File: src/inc/ctp_pkg.sv
/*
 * Shared constants and types of the clock, trim and power block.
 * Assumes a single 125 MHz system clock and synchronous host-side inputs.
 */
package ctp_pkg;
    localparam int MCLK_KHZ          = 125000;
    localparam int REF_KHZ           = 13560;
    localparam int MCLK_NS           = 8;
    localparam int POWER_DOWN_PIN_HOLD_NS     = 10000;
    localparam int STBY_EXIT_NS      = 15000;
    localparam int STARTUP_NS        = 2500000;
    localparam int POWER_DOWN_PIN_HOLD_CYC    = (POWER_DOWN_PIN_HOLD_NS + MCLK_NS - 1) / MCLK_NS;
    localparam int STBY_EXIT_CYC     = STBY_EXIT_NS / MCLK_NS;
    localparam int STARTUP_CYC       = STARTUP_NS / MCLK_NS;
    localparam int OUT_MIN_KHZ       = 1000;
    localparam int OUT_MAX_KHZ       = 24000;
    localparam logic [4:0] FB_RATIO_A = 5'h17;
    localparam logic [4:0] FB_RATIO_B = 5'h1B;
    localparam logic [4:0] FB_RATIO_C = 5'h1C;
    localparam logic [7:0] OUT_RATIO_RST = 8'h4E;
    localparam logic [9:0] MEAS_RELOAD   = 10'h3FF;
    localparam logic [9:0] TRIM_LOW      = 10'h0AE;
    localparam logic [9:0] TRIM_HIGH     = 10'h0B0;
    localparam logic [7:0] TRIM_RST      = 8'h80;
    localparam logic [7:0] TRIM_MIN      = 8'h00;
    localparam logic [7:0] TRIM_MAX      = 8'hFF;
    localparam logic [7:0] CMD_IDLE      = 8'h00;
    localparam logic [7:0] CMD_CARD_PRESENCE_SENSING      = 8'h01;

    typedef enum logic [1:0] {
        TR_WAIT = 2'b00,
        TR_ARM  = 2'b01,
        TR_MEAS = 2'b10
    } ctp_trim_e;

    typedef enum logic [1:0] {
        LP_IDLE = 2'b00,
        LP_STBY = 2'b01,
        LP_DET  = 2'b10
    } ctp_card_presence_sensing_e;

    typedef enum logic [1:0] {
        ADJ_NONE = 2'b00,
        ADJ_INC  = 2'b01,
        ADJ_DEC  = 2'b10
    } ctp_adj_e;

    typedef struct packed {
        logic [7:0] i_min;
        logic [7:0] i_max;
        logic [7:0] q_min;
        logic [7:0] q_max;
    } ctp_window_s;

    typedef struct packed {
        logic [7:0] i_res;
        logic [7:0] q_res;
    } ctp_sample_s;
endpackage

File: src/hw/ctp_clkgen.sv
/*
 * Auxiliary clock synthesiser: digital model of the integer-N PLL plus
 * output divider, built as a fractional phase accumulator on mclk.
 * Assumes divider settings are static while the clock is enabled.
 */
`timescale 1ns/1ns
`default_nettype none
module ctp_clkgen
    import ctp_pkg::*;
(
    input  wire logic       mclk_i,
    input  wire logic       resetn_i,
    input  wire logic       enable_i,
    input  wire logic [4:0] feedback_ratio_i,
    input  wire logic [7:0] output_ratio_i,
    output logic            clk_o
);
    typedef struct packed {
        logic [4:0]  fb;
        logic [7:0]  od;
        logic [25:0] acc;
        logic        clk;
    } ctp_gen_s;

    ctp_gen_s s_reg;
    ctp_gen_s s_next;

    function automatic logic pair_ok(input logic [4:0] fb, input logic [7:0] od);
        logic [31:0] f;
        f = 32'(REF_KHZ) * 32'(fb);
        pair_ok = (fb == FB_RATIO_A || fb == FB_RATIO_B || fb == FB_RATIO_C)
                  && od != 8'h00
                  && f <= 32'(OUT_MAX_KHZ) * 32'(od) && f >= 32'(OUT_MIN_KHZ) * 32'(od);
    endfunction

    logic [25:0] step;
    logic [25:0] limit;
    assign step  = 26'(2 * REF_KHZ) * 26'(s_reg.fb);     // Twice fout per toggle
    assign limit = 26'(MCLK_KHZ) * 26'(s_reg.od);

    always_comb begin
        s_next = s_reg;
        // Unsupported pairs are ignored so the output never leaves its range
        if (pair_ok(feedback_ratio_i, output_ratio_i)) begin
            s_next.fb = feedback_ratio_i;
            s_next.od = output_ratio_i;
        end
        if (!enable_i) begin
            s_next.acc = 26'h000_0000;
            s_next.clk = 1'b0;
        end else if (s_reg.acc + step >= limit) begin
            s_next.acc = s_reg.acc + step - limit;
            s_next.clk = ~s_reg.clk;
        end else begin
            s_next.acc = s_reg.acc + step;
        end
    end

    always_ff @(posedge mclk_i) begin
        if (!resetn_i) begin
            s_reg <= '{fb: FB_RATIO_A, od: OUT_RATIO_RST, acc: 26'h000_0000, clk: 1'b0};
        end else begin
            s_reg <= s_next;
        end
    end

    assign clk_o = s_reg.clk;
endmodule
`default_nettype wire

File: src/hw/ctp_top.sv
/*
 * Clock output, slow oscillator auto-trim, power modes and low-power
 * card detection. Assumes all inputs synchronous to mclk_i; ref_tick_i is
 * a one-cycle pulse at the 13.56 MHz reference rate, slow_osc_i the
 * slow oscillator level.
 */
// Functional notes
// - Auxiliary clock output selectable from 1 MHz to 24 MHz.
// - Feedback ratio accepts only 23, 27 or 28.
// - Output frequency is 13.56 MHz times feedback over output ratio.
// - Clock driven out only while clock output enable is set.
// - Wakeup timer may count slow oscillator and wakes system periodically.
// - Measuring timer counts reference ticks over one slow oscillator period.
// - Measuring timer reloads to 1023 after each wakeup underflow that finds trimming active and waiting.
// - Below 174 increment trim, above 176 decrement, at next wakeup event.
// - Result 174 to 176 stops trimming and keeps trim value.
// - Idle command aborts trimming and current command.
// - Power-down pin high isolates and tristates all pins but the aux clock, which stops once the device resets.
// - Power-down held 10 us resets; release starts start-up.
// - Standby request enters standby at once, trim and detection state held.
// - Clearing standby request resumes operation after 15 us.
// - RF frontend off bit switches transmitter and receiver off.
// - Card detection: standby phase, then detection with window compare.
// - Without auto wake, no standby after a cycle without card.
// - Ready for commands 2.5 ms after reset release.
// - Idle command code is 00h.
// - Card detection and trim command code is 01h.
`timescale 1ns/1ns
`default_nettype none
module ctp_top
    import ctp_pkg::*;
#(
    parameter int STARTUP_CYCLES = STARTUP_CYC,
    parameter int DET_CYCLES     = 64
) (
    input  wire logic        mclk_i,
    input  wire logic        resetn_i,
    input  wire logic        power_down_pin_i,
    input  wire logic        cmd_valid_i,
    input  wire logic [7:0]  cmd_code_i,
    input  wire logic        standby_request_bit_i,
    input  wire logic        rf_frontend_off_bit_i,
    input  wire logic        clock_output_enable_i,
    input  wire logic [4:0]  feedback_ratio_i,
    input  wire logic [7:0]  output_ratio_i,
    input  wire logic        ref_tick_i,
    input  wire logic        slow_osc_i,
    input  wire logic        wakeup_use_slow_i,
    input  wire logic [7:0]  wakeup_reload_i,
    input  wire logic        wakeup_auto_wake_i,
    input  wire logic        wakeup_auto_restart_i,
    input  wire ctp_sample_s sample_i,
    input  wire ctp_window_s window_i,
    output logic             aux_clock_output_pin_o,
    output logic             aux_clock_oe_o,
    output logic             pins_oe_o,
    output logic             hard_off_state_o,
    output logic             standby_o,
    output logic             ready_o,
    output logic             rf_off_o,
    output logic             trim_active_o,
    output logic [7:0]       trim_value_o,
    output logic             wakeup_event_o,
    output logic             card_detect_interrupt_o,
    output ctp_sample_s      result_o
);
    localparam int BW = $clog2(STARTUP_CYCLES + 1);
    localparam int DW = $clog2(DET_CYCLES + 1);

    typedef struct packed {
        logic [10:0] hold_cnt;
        logic        hard_off;
        logic [BW-1:0] boot_cnt;
        logic [10:0] wake_cnt;
        logic        stby;
        logic        lp_stby;
        logic        ready;
        logic        oe;
        logic        clk_en;
        logic        rf_off;
        logic        slow_q;
        logic [7:0]  wut_cnt;
        logic        wut_evt;
        logic [9:0]  meas;
        ctp_trim_e   trim_st;
        ctp_adj_e    adj;
        logic [7:0]  trim_val;
        logic        trim_act;
        ctp_card_presence_sensing_e   lp_st;
        logic [DW-1:0] det_cnt;
        ctp_sample_s res;
        logic        irq;
    } ctp_state_s;

    ctp_state_s s_reg;
    ctp_state_s s_next;
    logic       slow_rise;
    logic       wut_tick;
    logic       wut_run;
    logic       gen_clk;

    function automatic ctp_state_s rst_state(input logic off, input logic [BW-1:0] boot);
        ctp_state_s r;
        r          = '0;
        r.hard_off = off;
        r.boot_cnt = boot;
        r.oe       = ~off;
        r.trim_val = TRIM_RST;
        r.trim_st  = TR_WAIT;
        r.adj      = ADJ_NONE;
        r.lp_st    = LP_IDLE;
        rst_state  = r;
    endfunction

    function automatic logic outside(input logic [7:0] v, input logic [7:0] lo, input logic [7:0] hi);
        outside = (v < lo) || (v > hi);
    endfunction

    assign slow_rise = slow_osc_i & ~s_reg.slow_q;
    assign wut_tick  = wakeup_use_slow_i ? slow_rise : ref_tick_i;
    assign wut_run   = s_reg.trim_act || s_reg.lp_st != LP_IDLE;

    always_comb begin
        s_next         = s_reg;
        s_next.slow_q  = slow_osc_i;
        s_next.wut_evt = 1'b0;
        s_next.irq     = 1'b0;
        s_next.rf_off  = rf_frontend_off_bit_i;
        s_next.clk_en  = clock_output_enable_i & ~s_reg.hard_off;
        s_next.oe      = ~power_down_pin_i;
        if (power_down_pin_i) begin
            // Count the high time; a glitch shorter than the hold is not a reset
            if (s_reg.hold_cnt >= 11'(POWER_DOWN_PIN_HOLD_CYC - 1)) begin
                s_next = rst_state(1'b1, BW'(STARTUP_CYCLES));
                s_next.hold_cnt = 11'(POWER_DOWN_PIN_HOLD_CYC - 1);
                s_next.oe       = 1'b0;
                s_next.rf_off   = 1'b1;
                s_next.slow_q   = slow_osc_i;
            end else begin
                s_next.hold_cnt = s_reg.hold_cnt + 11'h001;
            end
            s_next.ready = 1'b0;
        end else begin
            s_next.hold_cnt = 11'h000;
            s_next.hard_off = 1'b0;
            if (s_reg.boot_cnt != '0) begin
                s_next.boot_cnt = s_reg.boot_cnt - BW'(1);
            end
            // Standby exit timing
            s_next.stby = standby_request_bit_i | s_reg.lp_stby;
            if (s_reg.stby && !s_next.stby) begin
                s_next.wake_cnt = 11'(STBY_EXIT_CYC);
            end else if (s_reg.wake_cnt != 11'h000) begin
                s_next.wake_cnt = s_reg.wake_cnt - 11'h001;
            end
            s_next.ready = s_reg.boot_cnt == '0 && !s_reg.stby && s_reg.wake_cnt == 11'h000
                           && !s_reg.hard_off;

            // Host standby freezes the wakeup, trim and card detection state
            if (!standby_request_bit_i) begin
                if (cmd_valid_i && cmd_code_i == CMD_IDLE) begin
                    s_next.trim_act = 1'b0;
                    s_next.trim_st  = TR_WAIT;
                    s_next.adj      = ADJ_NONE;
                    s_next.lp_st    = LP_IDLE;
                    s_next.lp_stby  = 1'b0;
                end else if (cmd_valid_i && cmd_code_i == CMD_CARD_PRESENCE_SENSING) begin
                    s_next.trim_act = 1'b1;
                    s_next.trim_st  = TR_WAIT;
                    s_next.adj      = ADJ_NONE;
                    s_next.lp_st    = LP_STBY;
                    s_next.lp_stby  = 1'b1;
                    s_next.wut_cnt  = wakeup_reload_i;
                end else begin
                    // Wakeup counter
                    if (wut_run && wut_tick) begin
                        if (s_reg.wut_cnt == 8'h00) begin
                            s_next.wut_cnt = wakeup_reload_i;
                            s_next.wut_evt = 1'b1;
                        end else begin
                            s_next.wut_cnt = s_reg.wut_cnt - 8'h01;
                        end
                    end

                    // Trim loop; adjustment is deferred to the wakeup event
                    unique case (s_reg.trim_st)
                        TR_WAIT: begin
                            if (s_reg.trim_act && s_reg.wut_evt) begin
                                if (s_reg.adj == ADJ_INC && s_reg.trim_val != TRIM_MAX) begin
                                    s_next.trim_val = s_reg.trim_val + 8'h01;
                                end else if (s_reg.adj == ADJ_DEC && s_reg.trim_val != TRIM_MIN) begin
                                    s_next.trim_val = s_reg.trim_val - 8'h01;
                                end
                                s_next.adj     = ADJ_NONE;
                                s_next.meas    = MEAS_RELOAD;
                                s_next.trim_st = TR_ARM;
                            end
                        end
                        TR_ARM: begin
                            if (slow_rise) begin
                                s_next.trim_st = TR_MEAS;
                            end
                        end
                        TR_MEAS: begin
                            if (slow_rise) begin
                                s_next.trim_st = TR_WAIT;
                                if (s_reg.meas < TRIM_LOW) begin
                                    s_next.adj = ADJ_INC;
                                end else if (s_reg.meas > TRIM_HIGH) begin
                                    s_next.adj = ADJ_DEC;
                                end else begin
                                    s_next.trim_act = 1'b0;
                                end
                            end else if (ref_tick_i && s_reg.meas != 10'h000) begin
                                // Holds at zero rather than underflowing on a very slow oscillator
                                s_next.meas = s_reg.meas - 10'h001;
                            end
                        end
                        default: s_next.trim_st = TR_WAIT;
                    endcase

                    // Card detection sequence
                    unique case (s_reg.lp_st)
                        LP_IDLE: ;
                        LP_STBY: begin
                            if (s_reg.wut_evt) begin
                                s_next.lp_st   = LP_DET;
                                s_next.lp_stby = 1'b0;
                                s_next.det_cnt = DW'(DET_CYCLES);
                            end
                        end
                        LP_DET: begin
                            if (s_reg.det_cnt != '0) begin
                                s_next.det_cnt = s_reg.det_cnt - DW'(1);
                            end else begin
                                s_next.res = sample_i;
                                if (outside(sample_i.i_res, window_i.i_min, window_i.i_max) ||
                                    outside(sample_i.q_res, window_i.q_min, window_i.q_max)) begin
                                    s_next.irq   = 1'b1;
                                    s_next.lp_st = LP_IDLE;
                                end else if (wakeup_auto_wake_i) begin
                                    s_next.lp_stby = 1'b1;
                                    s_next.lp_st   = wakeup_auto_restart_i ? LP_STBY : LP_IDLE;
                                end else begin
                                    s_next.lp_st = LP_IDLE;
                                end
                            end
                        end
                        default: s_next.lp_st = LP_IDLE;
                    endcase
                end
            end
        end
    end

    always_ff @(posedge mclk_i) begin
        if (!resetn_i) begin
            s_reg <= rst_state(1'b0, BW'(STARTUP_CYCLES));
        end else begin
            s_reg <= s_next;
        end
    end

    ctp_clkgen u_clkgen (
        .mclk_i           (mclk_i),
        .resetn_i         (resetn_i),
        .enable_i         (s_reg.clk_en),
        .feedback_ratio_i (feedback_ratio_i),
        .output_ratio_i   (output_ratio_i),
        .clk_o            (gen_clk)
    );

    assign aux_clock_output_pin_o  = gen_clk;
    assign aux_clock_oe_o          = s_reg.clk_en;
    assign pins_oe_o               = s_reg.oe;
    assign hard_off_state_o        = s_reg.hard_off;
    assign standby_o               = s_reg.stby;
    assign ready_o                 = s_reg.ready;
    assign rf_off_o                = s_reg.rf_off;
    assign trim_active_o           = s_reg.trim_act;
    assign trim_value_o            = s_reg.trim_val;
    assign wakeup_event_o          = s_reg.wut_evt;
    assign card_detect_interrupt_o = s_reg.irq;
    assign result_o                = s_reg.res;
endmodule
`default_nettype wire

File: config.mk
export PLATFORM = sky130hd
export DESIGN_NAME = ctp_top
export DESIGN_NICKNAME = d
export VERILOG_FILES = /design/src/inc/ctp_pkg.sv /design/src/hw/ctp_clkgen.sv /design/src/hw/ctp_top.sv
export SDC_FILE = /design/constraint.sdc
export NUM_CORES = 1
export LEC_CHECK = 0
export BUFFER_PORTS_ARGS = -buffer_cell sky130_fd_sc_hd__buf_2
export CAP_MARGIN = 40
export CORE_MARGIN = 3
export CORE_UTILIZATION = 35
export DETAILED_ROUTE_END_ITERATION = 6
export PLACE_DENSITY = 0.58
export SYNTH_ARGS = -nofsm -noshare
export SYNTH_HDL_FRONTEND = slang
export SYNTH_SLANG_ARGS = --single-unit
File: constraint.sdc
create_clock -name mclk_i -period 8.8 [get_ports mclk_i]
set_input_delay 0.88 -clock mclk_i [delete_from_list [all_inputs] [get_ports mclk_i]]
set_output_delay 0.88 -clock mclk_i [all_outputs]
set_load 0.005 [all_outputs]
==> results.ini, run 1 <==
[run_status]
outcome = finished, final reports clean

[sta]
relSlewSlack = 0.453
fmax_mhz = 127
rsz0062_at_grt = no
fin_ws_ps = 906
setup_viol = 0
tightest_slew_ps = 816
period_needed_ps = 7890
setup_tns_ps = 0
finClkSkew_ps = 7.93
finalHoldViolCount = 0
drv_slew = 0
period_share = 0.897

[layout]
area_growth_pct = 10.3
stdcell_area_sq_um = 18300
nets = 2521
drive_above_1_share = 0.0937
finish.utilization = 0.392
antennaDiodeCount = 0
largest_register_ff_count = 74
nFillCells = 4765

[floorplan]
core_sq_um = 46800
die_y_um = 224
start_util = 0.356
die_area_sq_um = 50200
die_x_um = 224
ioPinCount = 123
fp-row-count = 79

[power_and_ir_drop]
clockPowerShare = 0.098
comb_power_share = 0.800
sw_frac_of_total = 0.501
peakVddDrop_mv = 0.432
p_leak_nw = 8.74
p_per_area_nw_per_um2 = 424
p_total_mw = 7.78
p_switching_mw = 3.89
p_int_mw = 3.88
seq_power_share = 0.102

[clock_network]
cts_buffers = 17
cts_tree = yes
clockBufferDepth = 2
clock_sinks = 144
cts_resized = 0
clockRootBuffer = clkbuf_16
clock_latency_ps = 440
cts_hold_buf = 0
postCtsSetupRepairBufs = 0
ctsHtreeMaxLevel = 4
path_clk_slew_ps = 60

[synth]
syn_nets = 2429
synth.distinct_cells = 82
synth_seq_cells = 144
ys.warnings.count = 0
syn_area_sq_um = 16600
avgSynthCellArea_sq_um = 8.60
netlist_instances = 1934
synthArstFlopShare = 0
synth_ff_type = dfxtp_1
synth-seq-area-share = 0.173
synth_edf_count = 0

[drt]
drc_errors = 0
initialDrtViolationCount = 653
wl_per_cell_um = 14.9
wl_mm = 39.3
ant_nets = 0
dr.pass1.iters = 7
vias_per_cell = 5.18
num_vias = 13700

[global_routing]
grt_pass1_wl_mm = 66.4
grt_antenna_before_repair = 0
gr-total-overflow = 0
grt_pass1_vias = 13800
grtUsageTotal = 0.158
grt_max_degree = 41

[critical_path]
cp.required_ps = 9110
crit_top_cell = nor2_1
rrSetupSlack_ps = 910
path_max_fanout = 19
cpPeakStageDelay_ps = 690
crit_path_end_kind = flop
worstSetupStartpointType = flop
cp_slowest_cell = fa_1
criticalPathCategory = flop to flop
cp.arrival_ps = 8200

[placement]
hpwlAfterDp_mm = 32.2
place_area_sq_um = 17700
gp_congestion = 0.846
port_buffers = 122
place_ws_ps = 970

[worst_hold_path]
hp-class = flop to flop

[job]
maxCapViolCount = 0

[cells in the final DEF (no fill, tap or decap), types with 45 or more instances in the layout]
master | Yosys | routed
a21oi_1 | 124 | 124
xnor2_1 | 84 | 84
xor2_1 | 45 | 45
o21ai_0 | 48 | 48
inv_1 | 236 | 236
dfxtp_1 | 144 | 144
nor3_1 | 48 | 48
fa_1 | 83 | 83
nand2_1 | 84 | 84
o21ai_1 | 48 | 48
nor2_1 | 135 | 135
buf_2 | 6 | 122
ha_1 | 323 | 323
[routing by layer]
| layer | GRT usage | vias up | wire [um] |
|---|---|---|---|
| li1 | - | 6945 | - |
| met1 | 0.202 | 6516 | 18200 |
| met2 | 0.276 | 209 | 19100 |
| met3 | 0.0248 | 44 | 1230 |
| met4 | 0.0460 | 0 | 731 |
| met5 | 0 | - | 0 |
[Yosys cell counts, types with 4 or more instances]
library cell	number	area, sq um
or3_1	18	113
o31ai_2	7	87.6
ha_1	323	4040
buf_4	25	188
buf_6	4	45.0
dfxtp_1	144	2880
o221a_1	9	101
nor2b_1	34	213
o21ai_0	48	240
nor4_1	20	125
a21oi_1	124	621
inv_1	236	886
nor3b_1	7	52.6
o21a_1	23	173
or2_2	12	75.1
and3_1	10	62.6
clkbuf_1	22	82.6
or2_1	4	25.0
nand4_1	21	131
fa_1	83	1660
buf_2	6	30.0
nand3_1	42	210
o211ai_1	12	90.1
a22oi_1	5	37.5
a21boi_1	9	67.6
nand3b_1	9	67.6
a2111oi_0	5	43.8
o21bai_1	14	105
a31oi_1	22	138
and2_1	15	93.8
a22o_1	14	123
a21o_1	39	293
o21ai_1	48	240
xnor2_1	84	736
nand2_1	84	315
a211oi_1	14	105
xor2_1	45	394
mux2i_1	22	220
nor2_1	135	507
nor3_1	48	240
a32oi_1	5	43.8
nand2b_1	14	87.6
[area by class of cell]
type / count / area [sq um] / area share
flip-flops and latches: 144 / 2880 / 0.157
clock inverters: 11 / 156 / 0.00853
well taps: 607 / 759 / 0.0414
multi-input cells: 1495 / 12500 / 0.682
inverters: 236 / 886 / 0.0483
clock buffers: 20 / 447 / 0.0244
repair buffers: 132 / 706 / 0.0385
[per-stage QoR]
step / std cells / hold slack [ps]
after CTS: 2644 / 473
after floorplan: 1934 / 438
after global routing: 2645 / 479
after detailed placement: 2613 / 452
after global placement: 2609 / 451
final: 2645 / 467
[critical path, delay by kind of cell, from the launching register on]
| family | cells | cell delay (ps) |
|---|---|---|
| adder cells (fa/ha/maj) | 6 | 2770 |
| AO/OA/AOI/OAI | 11 | 2280 |
| AND/OR/NAND/NOR | 9 | 1490 |
| XOR/XNOR | 1 | 210 |
| flip-flops | 1 | 420 |
| buffers and inverters | 3 | 390 |
| multiplexers | 1 | 220 |
[power by group through the flow]
stage	Combinational (mW)	Sequential, mW	Clock, mW
finish	6.22	0.794	0.760
global route	7.03	0.805	0.803
CTS	6.23	0.795	0.783
detailed placement	6.18	0.808	0
global placement	6.05	0.807	0
floorplan	4.89	0.782	0
[logic make-up (layout without fill, tap and decap cells)]
group | after synthesis | after routing | share of synthesized area
compound gates | 443 | 443 | 0.177
xor+xnor | 130 | 130 | 0.0689
fa+ha+maj | 406 | 406 | 0.343
buf+inv | 295 | 399 | 0.0745
flops | 144 | 144 | 0.173
mux | 23 | 23 | 0.0139
simple gates | 493 | 493 | 0.150
[final timing paths]
path,start,to,cells after the start
setup / recovery,u_clkgen.s_reg[37],u_clkgen.s_reg[22],31
hold / removal,s_reg[63],s_reg[63],2
setup reg to reg,u_clkgen.s_reg[37],u_clkgen.s_reg[22],31
hold reg to reg,s_reg[63],s_reg[63],2
Power figures use the tool's default switching activity.
==> run 2: changes to the inputs <==
Settings changed: CELL_PAD_IN_SITES_DETAIL_PLACEMENT from default to 1, CELL_PAD_IN_SITES_GLOBAL_PLACEMENT from default to 1, PLACE_DENSITY 0.58 to 0.7, RECOVER_POWER from default to 100.
Clock period 8.8 ns to 7.7 ns, I/O delays scaled along.
==> run 2 against run 1 <==
Compared with the run above:
- maximum frequency increased by 10%
- critical path depth decreased by 1
- the flow now finishes with violations (max-capacitance violations, max-slew violations)
- worst hold slack got worse by 5.0 ps
- via count increased by 1.8%
- power increased by 14%
- cell count increased by 0.19%
==> results.ini, run 2 (synthesis gave the netlist of run 1 again) <==
[placement]
port_buffers = 122
place_ws_ps = 328
gp_congestion = 0.837
hpwlAfterDp_mm = 35.6

[sta]
fmax_mhz = 139
setup_viol = 0
setup_tns_ps = 0
fin_ws_ps = 521
period_share = 0.932
tightest_slew_ps = 3390
rsz0062_at_grt = no
drv_slew = 75
finClkSkew_ps = 10.5
period_needed_ps = 7180
finalHoldViolCount = 0
relSlewSlack = -1.26

[run_status]
outcome = finished with violations
violations = max-capacitance violations, max-slew violations

[critical_path]
path_max_fanout = 31
criticalPathCategory = flop to flop
crit_top_cell = o21a_1
worstSetupStartpointType = flop
cp.required_ps = 8090
cp.arrival_ps = 7570
cpPeakStageDelay_ps = 630
crit_path_end_kind = flop
cp_slowest_cell = fa_2

[floorplan]
ioPinCount = 123
core_sq_um = 46800
start_util = 0.356
die_y_um = 224
die_x_um = 224
die_area_sq_um = 50200
fp-row-count = 79

[drt]
wl_per_cell_um = 16.3
wl_mm = 43.3
met2_length_mm = 22.1
vias_per_cell = 5.27
num_vias = 14000
wl_met3_um = 939
route.layer.met1.wl_mm = 19.5
initialDrtViolationCount = 389
top_layer = met4
drc_errors = 0
dr.pass1.iters = 5
ant_nets = 0

[global_routing]
gr-total-overflow = 0
grt_pass1_vias = 15000
grt_max_degree = 75
grt_pass1_wl_mm = 72.6
grtUsageTotal = 0.175
grt_antenna_before_repair = 0

[clock_network]
ctsHtreeMaxLevel = 4
cts_tree = yes
clockRootBuffer = clkbuf_16
clock_sinks = 144
path_clk_slew_ps = 70
cts_buffers = 17
clockBufferDepth = 2
cts_hold_buf = 0
clock_latency_ps = 450

[layout]
drive_above_1_share = 0.0901
layout_common_cells = ha_1 (321), inv_1 (236), dfxtp_1 (143), nor2_1 (134), a21oi_1 (123)
largest_register_ff_count = 74
final_common_cell = ha_1
nFillCells = 5584
area_growth_pct = 10.4
nets = 2525
antennaDiodeCount = 0

[job]
maxCapViolCount = 1

[power_and_ir_drop]
peakVddDrop_mv = 0.618
p_per_area_nw_per_um2 = 485
p_leak_nw = 8.65

[worst_hold_path]
hp-class = flop to flop

==> run 2: cell count changes in the layout (fill, tap and decap cells not counted), moves of 3 or more <==
cell      delta
buf_2       -21
clkbuf_1    +20
o21ai_0     +15
o21ai_1     -15
a21boi_0     +8
a21boi_1     -8
and2_0       +4
and2_1       -4
buf_4        +3
inv_6        +3
==> run 2: path summary, 6_finish.rpt <==
check	from	to	slack [ps]	cells past startpoint
max reg2reg	u_clkgen.s_reg[37]	u_clkgen.s_reg[23]	520	30
min	s_reg[63]	s_reg[63]	460	2
max	u_clkgen.s_reg[37]	u_clkgen.s_reg[23]	520	30
min reg2reg	s_reg[63]	s_reg[63]	460	2
==> run 2: through the flow <==
stage / util / power, mW / cell area (sq um) / hold WS (ps) / std cells
after detailed placement: 0.380 / 8.04 / 17800 / 451 / 2617
after floorplan: - / 6.48 / 16600 / 438 / 1934
after global placement: 0.379 / 7.75 / 17700 / 450 / 2613
final: 0.393 / 8.90 / 18400 / 462 / 2650
after global routing: 0.393 / 9.86 / 18400 / 494 / 2650
after CTS: 0.392 / 8.96 / 18300 / 470 / 2649
==> run 2: cell type report <==
cell class              count  area, sq um  share of cell area
clock buffers              18          439              0.0239
clock inverters            14          144             0.00784
inverters                 236          886              0.0483
multi-input cells        1495        12500               0.683
flip-flops and latches    144         2880               0.157
well taps                 607          759              0.0414
repair buffers            136          699              0.0381
==> run 2: report_power, final <==
group          internal, mW  switching (mW)  leakage, nW
Combinational          3.08            4.06         7.20
Sequential            0.824          0.0800         1.17
Clock                 0.464           0.388        0.286
==> run 2: metal layers <==
metal  track usage  vias up
li1              -     6946
met2         0.323      125
met3        0.0233       43
met4        0.0487        0
met5             0        -
met1         0.213     6846
==> run 2: worst max-delay path: cells and delay by family, from the launching register on <==
kind	cells	cell delay [ps]
adders and majority gates	6	2550
and+or+nand+nor	6	1130
buffers and inverters	4	450
AOI/OAI and AO/OA	13	2480
DFF	1	330
xor gates and xnor gates	1	150
==> run 2: timing repair <==
action	4_1_cts	5_1_grt
buffers inserted	0	1
endpoints found under the setup margin	0	23
gates resized for setup	0	11
==> run 3: changes to the inputs <==
Clock period 7.7 ns to 9.2 ns, I/O delays scaled along.
==> run 3 against run 2 <==
Compared with the run above:
- the run still ends with max-capacitance violations, max-slew violations left
- critical endpoint unchanged
- highest routed layer unchanged
- power is 16% lower
- worst setup slack better by 880 ps
- maximum frequency is 8.0% lower
- sequential share of layout area is 0.071 points higher
- largest cell class unchanged
==> results.ini, run 3 (synthesis gave the netlist of run 1 again) <==
[power_and_ir_drop]
p_switching_mw = 3.84
p_per_area_nw_per_um2 = 408
clockPowerShare = 0.096
peakVddDrop_mv = 0.452
p_leak_nw = 8.63
p_int_mw = 3.61
comb_power_share = 0.802
seq_power_share = 0.102
sw_frac_of_total = 0.515

[drt]
num_vias = 14000
dr.pass1.iters = 5
wl_mm = 43.5
initialDrtViolationCount = 511
wl_per_cell_um = 16.4
ant_nets = 0
drc_errors = 0
vias_per_cell = 5.30

[global_routing]
grt_max_degree = 42
grt_pass1_wl_mm = 72.7
gr-total-overflow = 0
grt_pass1_vias = 14800
grtUsageTotal = 0.174
grt_antenna_before_repair = 0

[floorplan]
ioPinCount = 123
die_area_sq_um = 50200
die_y_um = 224
fp-row-count = 79
start_util = 0.356
die_x_um = 224
core_sq_um = 46800

[sta]
fmax_mhz = 128
finClkSkew_ps = 10.7
finalHoldViolCount = 0
setup_tns_ps = 0
drv_slew = 98
period_needed_ps = 7800
setup_viol = 0
period_share = 0.848
relSlewSlack = -0.424
rsz0062_at_grt = no
tightest_slew_ps = 2110

[layout]
nets = 2522
drive_above_1_share = 0.0814
antennaDiodeCount = 0
layout_common_cells = ha_1 (323), inv_1 (236), dfxtp_1 (144), nor2_1 (135), a21oi_1 (124)
area_growth_pct = 9.84
stdcell_area_sq_um = 18300
largest_register_ff_count = 74
final_common_cell = ha_1

[worst_hold_path]
hp-class = flop to flop

[critical_path]
r2r_end = u_clkgen.s_reg[23]
worstSetupStartpointType = flop
rrSetupSlack_ps = 1400
path_max_fanout = 29
r2r_cells = 31
critPathCapture = u_clkgen.s_reg[23]
cpPeakStageDelay_ps = 700
reg2reg_from = u_clkgen.s_reg[37]
cp.arrival_ps = 8190
startpoint = u_clkgen.s_reg[37]
crit_top_cell = nor2_1
cp_slowest_cell = fa_1
crit_path_end_kind = flop
criticalPathCategory = flop to flop
cp.required_ps = 9590

[clock_network]
cts_buffers = 17
clock_latency_ps = 460
postCtsSetupRepairBufs = 0
clock_sinks = 144
clockBufferDepth = 2
path_clk_slew_ps = 70
clockRootBuffer = clkbuf_16
cts_tree = yes
cts_resized = 0
ctsHtreeMaxLevel = 4
cts_hold_buf = 0

[placement]
place_area_sq_um = 17700
hpwlAfterDp_mm = 35.5
gp_congestion = 0.855
port_buffers = 122

[run_status]
violations = max-capacitance violations, max-slew violations
outcome = finished with violations

[job]
maxCapViolCount = 3

[run 3: area by class of cell]
cell class                      instances  area [sq um]
Clock buffer                           18           439
Tap cell                              607           759
Clock inverter                         14           144
Fill cell                            5583         28500
Inverter                              236           886
Timing Repair Buffer                  133           666
Multi-Input combinational cell       1495         12500
Sequential cell                       144          2880
[run 3: worst min path at each step]
stage / slack, ps / from / endpoint / depth (start not counted)
after floorplan: 440 / s_reg[63] / s_reg[63] / 2
after global placement: 450 / s_reg[63] / s_reg[63] / 2
after detailed placement: 450 / result_o[10] / result_o[10] / 1
after CTS: 480 / result_o[10] / result_o[10] / 1
after global routing: 490 / result_o[10] / result_o[10] / 1
final: 480 / result_o[3] / result_o[3] / 1
[run 3: power by group through the flow]
stage / Clock [mW] / Combinational (mW) / Sequential (mW)
final: 0.715 / 5.98 / 0.759
after global routing: 0.762 / 6.72 / 0.769
after CTS: 0.738 / 6.02 / 0.760
after detailed placement: 0 / 5.93 / 0.771
after global placement: 0 / 5.68 / 0.769
after floorplan: 0 / 4.68 / 0.748
[run 3: per-layer routing]
metal,vias to the layer above,global-route usage,part of all wire
met1,6866,0.214,0.45
met2,164,0.320,0.51
met4,0,0.0497,0.019
met5,-,0,0
met3,54,0.0210,0.022
li1,6937,-,-
[run 3: worst max-delay path, delay by kind of cell (launching register included)]
kind / cells / cell delay [ps]
compound gates: 9 / 1990
xor+xnor: 1 / 190
fa+ha+maj: 6 / 2780
buf+inv: 3 / 400
flops: 1 / 410
simple gates: 12 / 1970
[run 3: stage by stage]
step                      hold WS, ps  setup slack, ps  power, mW  cells   util
after detailed placement          454             1520       6.71   2615  0.379
after global placement            451             1770       6.45   2610  0.378
after CTS                         478             1390       7.52   2647  0.392
after global routing              491              758       8.25   2647  0.391
after floorplan                   438             2430       5.43   1934      -
final                             477             1400       7.45   2647  0.391
